[config.mk]
export PLATFORM = sky130hd
export DESIGN_NAME = asr_host
export DESIGN_NICKNAME = d
export VERILOG_FILES = /design/src/verilog/asr_pkg.sv /design/src/verilog/asr_cnt_if.sv /design/src/verilog/asr_timer.sv /design/src/verilog/asr_host.sv
export SDC_FILE = /design/constraint.sdc
export NUM_CORES = 1
export LEC_CHECK = 0
export BUFFER_PORTS_ARGS = -buffer_cell sky130_fd_sc_hd__buf_4
export CORE_ASPECT_RATIO = 0.6
export CORE_UTILIZATION = 53
export DETAILED_ROUTE_END_ITERATION = 16
export GPL_TIMING_DRIVEN = 0
export PLACE_DENSITY = 0.82
export SLEW_MARGIN = 20
export SYNTH_ARGS = -nofsm -noshare
export SYNTH_HDL_FRONTEND = slang
export SYNTH_SLANG_ARGS = --single-unit
export TNS_END_PERCENT = 20
[constraint.sdc]
create_clock -name core_clk_i -period 2.8 [get_ports core_clk_i]
set_input_delay 0.56 -clock core_clk_i [delete_from_list [all_inputs] [get_ports core_clk_i]]
set_output_delay 0.56 -clock core_clk_i [all_outputs]
set_load 0.005 [all_outputs]
[src/verilog/asr_pkg.sv]
// constants for the asynchronous static ram host controller
package asr_pkg;
  localparam int unsigned ADDR_W     = 15;
  localparam int unsigned DATA_W     = 8;
  localparam int unsigned WORDS      = 32768;
  localparam int unsigned CLK_PER_NS = 20;
  // slowest speed grade figures, in ns
  localparam int unsigned T_ACC_NS   = 150;
  localparam int unsigned T_WP_NS    = 80;
  localparam int unsigned T_SETUP_NS = 90;
  localparam int unsigned T_DIS_NS   = 45;
  // least times round up, then two cycles for the input synchroniser on the access time only
  localparam int unsigned ACC_CYC    = (T_ACC_NS + CLK_PER_NS - 1) / CLK_PER_NS + 2;
  localparam int unsigned WP_CYC     = (T_WP_NS + CLK_PER_NS - 1) / CLK_PER_NS;
  localparam int unsigned SETUP_CYC  = (T_SETUP_NS + CLK_PER_NS - 1) / CLK_PER_NS;
  localparam int unsigned DIS_CYC    = (T_DIS_NS + CLK_PER_NS - 1) / CLK_PER_NS;
  localparam int unsigned CNT_W      = 4;
  localparam logic [CNT_W-1:0] CNT_ZERO = 4'h0;
  localparam logic [CNT_W-1:0] CNT_ONE  = 4'h1;
  typedef enum logic [2:0] {
    ASR_IDLE  = 3'b000,
    ASR_RSEL  = 3'b001,
    ASR_RWAIT = 3'b010,
    ASR_WSTB  = 3'b011,
    ASR_WEND  = 3'b100,
    ASR_TURN  = 3'b101
  } asr_state_t;
endpackage : asr_pkg

[src/verilog/asr_cnt_if.sv]
// timer carrier between controller and its delay counter
`timescale 1ns/1ps
interface asr_cnt_if;
  logic                             load;
  logic [asr_pkg::CNT_W-1:0]        value;
  logic                             done;
  modport ctl (output load, output value, input done);
  modport tmr (input load, input value, output done);
endinterface : asr_cnt_if

[src/verilog/asr_timer.sv]
// down counter that times pin phases
`timescale 1ns/1ps
module asr_timer (
  input  wire logic core_clk_i, // system clock
  input  wire logic srst_i,     // sync reset
  asr_cnt_if.tmr    tmr         // load and done
);
  logic [asr_pkg::CNT_W-1:0] cnt_reg;

  // reload wins over counting
  always_ff @(posedge core_clk_i) begin
    if (srst_i) begin
      cnt_reg <= asr_pkg::CNT_ZERO;
    end else if (tmr.load) begin
      cnt_reg <= tmr.value;
    end else if (cnt_reg != asr_pkg::CNT_ZERO) begin
      cnt_reg <= cnt_reg - asr_pkg::CNT_ONE;
    end
  end

  // done when one or zero left, so a phase lasts exactly value cycles;
  // done ignores load so the controller may reload in its done cycle
  // without a loop through its next-state logic
  assign tmr.done = (cnt_reg <= asr_pkg::CNT_ONE);
endmodule : asr_timer

[src/verilog/asr_host.sv]
// host controller driving an asynchronous 32k by 8 static ram
`timescale 1ns/1ps
// Functional notes
// - address set before write and held throughout strobe overlap; the code sets it on the same edge the strobe falls
// - data latched at first rising strobe edge; host holds data across it
// - only one ram selected at a time on the shared bus
// - keep output enable high while host drives write data
module asr_host (
  input  wire logic                        core_clk_i, // system clock
  input  wire logic                        srst_i,     // sync reset, active high
  input  wire logic                        req_i,      // access request
  input  wire logic                        we_i,       // 1 write, 0 read
  input  wire logic [asr_pkg::ADDR_W-1:0]  addr_i,     // word address
  input  wire logic [asr_pkg::DATA_W-1:0]  wdata_i,    // write byte
  output logic                             ready_o,    // accepts request
  output logic                             done_o,     // access finished pulse
  output logic [asr_pkg::DATA_W-1:0]       rdata_o,    // read byte
  output logic [asr_pkg::ADDR_W-1:0]       mem_addr_o, // ram address pins
  output logic                             mem_cs_n_o, // ram chip enable
  output logic                             mem_we_n_o, // ram write strobe
  output logic                             mem_oe_n_o, // ram output enable
  output logic [asr_pkg::DATA_W-1:0]       mem_dq_o,   // data out to ram
  output logic                             mem_dq_oe_o,// host drives data pins
  input  wire logic [asr_pkg::DATA_W-1:0]  mem_dq_i    // data pins in
);
  // slowest grade timing throughout: faster parts only lose some speed
  asr_pkg::asr_state_t             state_reg;
  asr_pkg::asr_state_t             state_next;
  logic [asr_pkg::DATA_W-1:0]      dq_s1_reg;
  logic [asr_pkg::DATA_W-1:0]      dq_s2_reg;
  logic                            done_reg;
  logic                            cs_n_reg;
  logic                            we_n_reg;
  logic                            oe_n_reg;
  logic                            dq_oe_reg;
  logic                            take;           // request accepted this edge
  logic                            rd_sel_next;    // next state is a read phase
  logic                            wr_strobe_next; // next state holds the strobe low
  logic                            wr_drive_next;  // next state drives write data
  // one timer serves the strobe, access and turnaround phases, phases never overlap
  asr_cnt_if                       cnt ();

  // read phases: enable and output enable low
  function automatic logic is_read_phase(input asr_pkg::asr_state_t s);
    return (s == asr_pkg::ASR_RSEL) || (s == asr_pkg::ASR_RWAIT);
  endfunction : is_read_phase

  // strobe phase: enable and write strobe low together
  function automatic logic is_strobe_phase(input asr_pkg::asr_state_t s);
    return (s == asr_pkg::ASR_WSTB);
  endfunction : is_strobe_phase

  // drive phases: strobe phase plus one cycle of data hold
  function automatic logic is_drive_phase(input asr_pkg::asr_state_t s);
    return (s == asr_pkg::ASR_WSTB) || (s == asr_pkg::ASR_WEND);
  endfunction : is_drive_phase

  // shared phase timer, counts down and flags the last cycle
  asr_timer u_timer (
    .core_clk_i (core_clk_i),
    .srst_i     (srst_i),
    .tmr        (cnt.tmr)
  );

  // pins are asynchronous to the clock: two flops before use
  // the byte stands still for many cycles before it is used, so no handshake
  always_ff @(posedge core_clk_i) begin
    if (srst_i) begin
      dq_s1_reg <= '0;
      dq_s2_reg <= '0;
    end else begin
      dq_s1_reg <= mem_dq_i;
      dq_s2_reg <= dq_s1_reg;
    end
  end

  // accept only from idle so address never moves mid access
  // combinational, so a request right after done is taken at once
  assign ready_o = (state_reg == asr_pkg::ASR_IDLE);
  assign take    = ready_o && req_i;

  // pin levels follow the next state so every pin is a plain flop output
  assign rd_sel_next    = is_read_phase(state_next);
  assign wr_strobe_next = is_strobe_phase(state_next);
  assign wr_drive_next  = is_drive_phase(state_next);

  // sequence: a timed phase ends when the timer reports done
  always_comb begin
    // default: stay in the current phase
    state_next = state_reg;
    case (state_reg)
      // wait for a request
      asr_pkg::ASR_IDLE: begin
        if (take) begin
          state_next = we_i ? asr_pkg::ASR_WSTB : asr_pkg::ASR_RSEL;
        end
      end
      // one cycle of select before the access count starts
      asr_pkg::ASR_RSEL:  state_next = asr_pkg::ASR_RWAIT;
      // access time plus the synchroniser delay
      asr_pkg::ASR_RWAIT: begin
        if (cnt.done) begin
          state_next = asr_pkg::ASR_TURN;
        end
      end
      // strobe low for setup and pulse width
      asr_pkg::ASR_WSTB: begin
        if (cnt.done) begin
          state_next = asr_pkg::ASR_WEND;
        end
      end
      // data kept on the pins one cycle past the strobe
      asr_pkg::ASR_WEND:  state_next = asr_pkg::ASR_TURN;
      // ram drivers float before the next access may start
      asr_pkg::ASR_TURN: begin
        if (cnt.done) begin
          state_next = asr_pkg::ASR_IDLE;
        end
      end
      // unused codes recover to idle
      default:            state_next = asr_pkg::ASR_IDLE;
    endcase
  end

  // state register
  always_ff @(posedge core_clk_i) begin
    if (srst_i) begin
      state_reg <= asr_pkg::ASR_IDLE;
    end else begin
      state_reg <= state_next;
    end
  end

  // timer loads on every phase entry except the data hold and idle
  // a read loads zero at the take since the select cycle is not timed
  always_comb begin
    cnt.load  = 1'b0;
    cnt.value = asr_pkg::CNT_ZERO;
    // writes time the strobe from the take, reads the access from select,
    // and every way into turnaround times the ram output float
    if (take) begin
      cnt.load  = 1'b1;
      cnt.value = we_i ? 4'(asr_pkg::SETUP_CYC) : asr_pkg::CNT_ZERO;
    end else if (state_reg == asr_pkg::ASR_RSEL) begin
      cnt.load  = 1'b1;
      cnt.value = 4'(asr_pkg::ACC_CYC);
    end else if (state_next == asr_pkg::ASR_TURN && state_reg != asr_pkg::ASR_TURN) begin
      cnt.load  = 1'b1;
      cnt.value = 4'(asr_pkg::DIS_CYC);
    end
  end

  // address latched at request, stable until back in idle
  // write data rides with the address, so a busy request cannot touch either
  always_ff @(posedge core_clk_i) begin
    if (srst_i) begin
      mem_addr_o <= '0;
      mem_dq_o   <= '0;
    end else if (take) begin
      mem_addr_o <= addr_i;
      mem_dq_o   <= wdata_i;
    end
  end

  // single chip enable, asserted only for this controller's access
  // write strobe falls together with chip enable, so ram stays floating
  // overlap of chip enable and strobe spans the write phase
  always_ff @(posedge core_clk_i) begin
    if (srst_i) begin
      cs_n_reg <= 1'b1;
      we_n_reg <= 1'b1;
    end else begin
      cs_n_reg <= !(rd_sel_next || wr_strobe_next);
      we_n_reg <= !wr_strobe_next;
    end
  end

  // strobe and enable rise together, data held one cycle more
  // output enable kept high whenever host drives the data pins
  always_ff @(posedge core_clk_i) begin
    if (srst_i) begin
      dq_oe_reg <= 1'b0;
      oe_n_reg  <= 1'b1;
    end else begin
      // write data stays one cycle past the strobe for hold time
      dq_oe_reg <= wr_drive_next;
      // read mode with strobe high and output enable low
      oe_n_reg  <= !rd_sel_next;
    end
  end

  // pins straight from flops, so no glitches reach the strobes
  assign mem_cs_n_o  = cs_n_reg;
  assign mem_we_n_o  = we_n_reg;
  assign mem_oe_n_o  = oe_n_reg;
  assign mem_dq_oe_o = dq_oe_reg;

  // sample before output enable rises; turnaround lets ram drivers float
  // the captured byte has been steady at the pins since the access time ran out
  always_ff @(posedge core_clk_i) begin
    if (srst_i) begin
      rdata_o  <= '0;
      done_reg <= 1'b0;
    end else begin
      done_reg <= (state_reg == asr_pkg::ASR_TURN) && cnt.done;
      if (state_reg == asr_pkg::ASR_RWAIT && cnt.done) begin
        rdata_o <= dq_s2_reg;
      end
    end
  end

  // one-cycle pulse once the ram has let go of the bus;
  // read data is already valid in the same cycle
  assign done_o = done_reg;
endmodule : asr_host

; ---- Yosys cells after proc, flatten, opt, wreduce, memory -nomap -nowiden
; Index checks and enable logic that the tools add are counted.
[totals]
register_bits = 59
latchBits = 0
ramBits = 0
mem_bits_ro = 0
in_bits = 35
output_inout_bits = 37
word_cells = 53
n_memories = 0
[op_classes]
addsub = 1
multipliers = 0
n_div = 0
magnitude_cmp = 1
n_eq_ne = 11
n_shift = 0
n_mux = 15
bitwise_logic = 0
reduce_logical = 13
[ops]
columns = op, n
row1 = $pmux W3 S6, 1
row2 = $mux W4, 4
row3 = $mux W3, 5
row4 = $eq A3 B2 Y1 const B, 4
row5 = $eq A3 B3 Y1 const B, 4
row6 = $eq A3 B1 Y1 const B, 2
row7 = $le A4 B1 Y1 const B, 1
row8 = $logic_and A1 B1 Y1, 4
row9 = $mux W2, 2
row10 = $reduce_bool A4 Y1, 1
row11 = $sub A4 B1 Y4 const B, 1
row12 = $logic_not A1 Y1, 3
row13 = $logic_not A3 Y1, 1
row14 = $logic_or A1 B1 Y1, 3
row15 = $mux W1, 3
row16 = $ne A3 B3 Y1 const B, 1
row17 = $reduce_bool A2 Y1, 1

; ---- Depth between registers and ports, before layout
[depth]
word_depth = 10
ltp_mapped = 7
ltp_nobuf = 6

; ---- Cells and area by module
; A second synthesis with hierarchy kept.
[unflattened]
hier_cells = 240
area_unflattened_um2 = 2210.9
[modules_own_cells]
columns = mod, instances, cells_each, area_per_inst_um2, seq_area_each_um2
row1 = asr_host, 1, 213, 1958.1, 1101.1
row2 = asr_timer, 1, 27, 252.7, 80.1

; ---- Worst setup path after synthesis
; OpenSTA, ideal clock, no wires.
[synth_path]
kind = input to register
startpoint = input port req_i
endpoint = register mem_addr_o[13] in the netlist's numbering
setup_ns = 0.131
t_arrival_ns = 1.413
required_time_ns = 2.669
path_slack_ns = 1.257
cell_stages = 5
path_buffers = 2
path_cell_list = or4b_1 buf_2 buf_2 nand2_1 a21oi_2
[synth_between]
elab_chain_cells = 1
[synth_rtl]
columns = element, line
row1 = start: declaration, asr_host.sv:11  ; input wire logic req_i,
row2 = $logic_and A1 B1 Y1, asr_host.sv:80  ; assign take = ready_o && req_i;
row3 = end signal: assignment, asr_host.sv:160  ; mem_addr_o <= addr_i;
row4 = end: declaration, asr_host.sv:18  ; output logic [asr_pkg::ADDR_W-1:0] mem_addr_o,
; No other way between the ends.
; A chain may end at the register's enable or synchronous reset.

; ---- Worst setup path after layout
[layout_path]
startpoint = register state_reg[1]
endpoint = output port ready_o
[layout_between]
elab_chain_cells = 1
[layout_rtl]
columns = element, line
row1 = start: declaration, asr_host.sv:27  ; asr_pkg::asr_state_t state_reg;
row2 = start signal: assignment, asr_host.sv:128  ; state_reg <= asr_pkg::ASR_IDLE;
row3 = start signal: assignment, asr_host.sv:130  ; state_reg <= state_next;
row4 = $logic_not A3 Y1, asr_host.sv:79  ; assign ready_o = (state_reg == asr_pkg::ASR_IDLE);
row5 = end: declaration, asr_host.sv:15  ; output logic ready_o,
; No other way between the ends.

==> summary.md <==
• 0 — number of flops mapped to enable cells by yosys
• 5 — first drt pass iteration count
• 3.52 mm — half-perimeter wire length after detailed placement
• 0 — grt total ovfl
• 0 — total count of max-transition violations in the final report
• simple AND/OR/NAND/NOR gates — Crit path max-delay family
• 0 — initial antenna violation count
• 51.9 µm — Die H
• 0 — Remaining DRCs
• 2.24 ns — required time of the critical path
• 71 — number of I/O port buffers
• 369 — final instance count without filler cells
• sky130_fd_sc_hd__clkbuf_8 — root buffer selected by CTS
• 13 — maximum number of pins on one net before global-route repair
• 85.1 µm — overall die width
• simple AND/OR/NAND/NOR gates — main combinational cell family by area after synthesis
• 2790 µm² — post-placement cell area
• 0 — post-detailed-route count of antenna-violating nets
• 0 ns — final sum of negative setup slack
• 2200 µm² — Post-Syn Area
• register to primary output — class of the most critical setup path
• sky130_fd_sc_hd__dfxtp_1 (59), sky130_fd_sc_hd__nand2_1 (48), sky130_fd_sc_hd__a21oi_1 (28) — Synth top cells by count
• sky130_fd_sc_hd__dfxtp_1 (54%), sky130_fd_sc_hd__nand2_1 (8.2%), sky130_fd_sc_hd__a21oi_1 (6.4%), sky130_fd_sc_hd__nor2b_1 (5.4%), sky130_fd_sc_hd__mux2i_1 (3.6%) — ranking of synthesized cells by area
• 0.533 mV — worst ir drop on vdd
• 4420 µm² — full die area
• 1.27 ns — WP data arrival
• 37 — Distinct cells, synth
• 65.5% — Tcrit/Tclk final
• 0.422 ns — post-route worst hold slack
• 3 — count of H-tree levels built during CTS
• 35.4% — Area growth, synth to finish
• 7.90 mm — first-pass GRT wire length
• finished, final reports clean — run status
• 2 — Bufs and invs on worst path
• register — crit path launch type
• 1,864 — total number of vias
• 355 — nets@finish
• 273 — net count after synthesis
• 3.64% — mux contribution to synthesized area
• 235 — Post-Syn Instances
• 0 — Synth Warn #
• 108 — drt initial violations
• 13.5 µm — wire per inst
• 59 — flops & latches, synth
• input port to register — worst hold path type
• 53.8% — sequential area share after synthesis
• 0.00886 ns — Setup Skew
• 1,738 — vias in the first global route
• 0 — Post-CTS Repair Setup Buffers
• 0 — CTS Hold Buffers Added
• 0 — max-cap check violation count
• 53.6% — worst slew slack as a fraction of its limit
• 23.2% — post-synthesis share of cell area spent on and, or, nand and nor gates
• 0 — final antenna diode count
• 0.967 ns — worst setup margin
• 9.35 µm² — Synth Area per Inst
• 32.3% — fraction of final layout cells sized beyond drive strength 1
• mem_addr_o — Most flops, register
• 0 — Final Hold Vio Count
• buf_6, or2_4, nor2_1, buf_4 — critical path, cell by cell
• 4.99 mm — post-detailed-routing wire length
• 2 — buffers from clock root to sink, at most
• 935 nW/µm² — power per standard cell area
• 0 — final setup vio count
• 0.32 ns — maximum cell stage delay along the critical path
• yes — clock tree from TritonCTS
• 0.34 ns — clock latency reported for the late side of the worst-skew pair
• primary output — Crit. End Element
• 0.811 — weighted congestion reported at the end of routability-driven placement
• sky130_fd_sc_hd__dfxtp_1 — flip-flop cell with the highest count after synthesis
• sky130_fd_sc_hd__dfxtp_1 — Slowest cell on crit path
• 353 — # placed instances
• 0 — count of instances resized after the clock tree is built
• 1.29 nW — leak pwr
• 0.690 ns — worst-margin pin slew
• sky130_fd_sc_hd__dfxtp_1 — Yosys top cell by area
• 1.83 ns — post-layout min period
• 57.7% — initial core utilization
• 0% — async set-or-reset flop fraction in the synthesized netlist
• 10 — CP Max Fanout
• 5.05 — Vias/cell
• 12.5% — synthesized-area fraction occupied by ao, oa, aoi and oai cells
• 0.797% — Post-Synth XOR/XNOR Area
• 53.8% — area share of the leading cell type in the synthesized netlist
• 17 — Site Rows
• 0.546 GHz — highest achievable clock rate
• sky130_fd_sc_hd__dfxtp_1 — most common cell in the synthesized netlist
• 1.71% — area share of fa/ha/maj cells after synthesis
• 1.01 ns — worst setup timing slack at the placement stage
• 3810 µm² — core box area
• 9 — number of buffers added by the clock tree synthesis step
• 59 — Sink Count
• 72 — Top Ports
• 24.3% — GRT Total Usage
• 0.07 ns — clock-pin slew of the registers on the worst-case setup and hold paths
• 2970 µm² — post-route cell area
• false — RSZ-0062 raised after global routing
• 15 — max FFs per register
cell usage in the layout, fill, tap and decap left out, types with 5 or more instances in the layout:
cell,synthesis,layout
sky130_fd_sc_hd__mux2i_1,8,8
sky130_fd_sc_hd__clkbuf_1,5,5
sky130_fd_sc_hd__nand2_1,48,48
sky130_fd_sc_hd__dfxtp_1,59,59
sky130_fd_sc_hd__a21oi_1,28,28
sky130_fd_sc_hd__buf_4,1,72
sky130_fd_sc_hd__buf_2,5,5
sky130_fd_sc_hd__clkbuf_8,0,10
sky130_fd_sc_hd__nor2_1,16,16
sky130_fd_sc_hd__nor2b_1,19,19
per-stage QoR:
stage,utilization (%),power (mW)
6_report,78.1,2.78
4_1_cts,78.1,2.80
2_1_floorplan,-,1.73
3_3_place_gp,73.3,2.05
5_1_grt,78.1,2.95
3_5_place_dp,73.3,2.08
metal layers:
metal | global-route usage [%] | routed length, µm | up-vias
li1 | - | - | 951
met1 | 28.9 | 2210 | 844
met2 | 39.2 | 2310 | 58
met3 | 10.0 | 388 | 11
met4 | 10.5 | 77 | 0
met5 | 0 | 0 | -
worst reg2reg max path, cell delays in order (launching register included):
cell	delay, ns
sky130_fd_sc_hd__dfxtp_1	0.36
sky130_fd_sc_hd__inv_1	0.10
sky130_fd_sc_hd__ha_1	0.19
sky130_fd_sc_hd__nor2_1	0.08
sky130_fd_sc_hd__nor3_1	0.54
sky130_fd_sc_hd__a21oi_1	0.23
sky130_fd_sc_hd__a21boi_0	0.16
kinds of logic (layout without fill, tap and decap cells):
group                      Yosys count  count (layout)
AOI/OAI and AO/OA                   45              45
xor gates and xnor gates             2               2
adders and majority gates            3               3
buffers and inverters               17             104
DFF                                 59              59
muxes                                8               8
and+or+nand+nor                    101             101
report_power, final:
part	switching [mW]	internal, mW
clock network	0.352	0.352
logic	0.515	0.480
registers	0.0971	0.985
path summary, 6_finish.rpt:
check                          start            to  slack [ns]  depth (start not counted)
setup / recovery        state_reg[1]       ready_o        0.97                          4
hold / removal           mem_dq_i[2]  dq_s1_reg[2]        0.42                          2
setup reg to reg  u_timer.cnt_reg[0]  state_reg[1]        1.02                          6
hold reg to reg         dq_s1_reg[1]  dq_s2_reg[1]        0.44                          1
area by class of cell:
type	count	area, µm²
buffer	14	85.1
sequential	59	1180
clock inverter	6	47.5
clock buffer	10	138
timing repair buffer	71	533
fill	264	833
tap	47	58.8
inverter	3	11.3
multi-input combinational	159	920
Power figures use the tool's default switching activity.
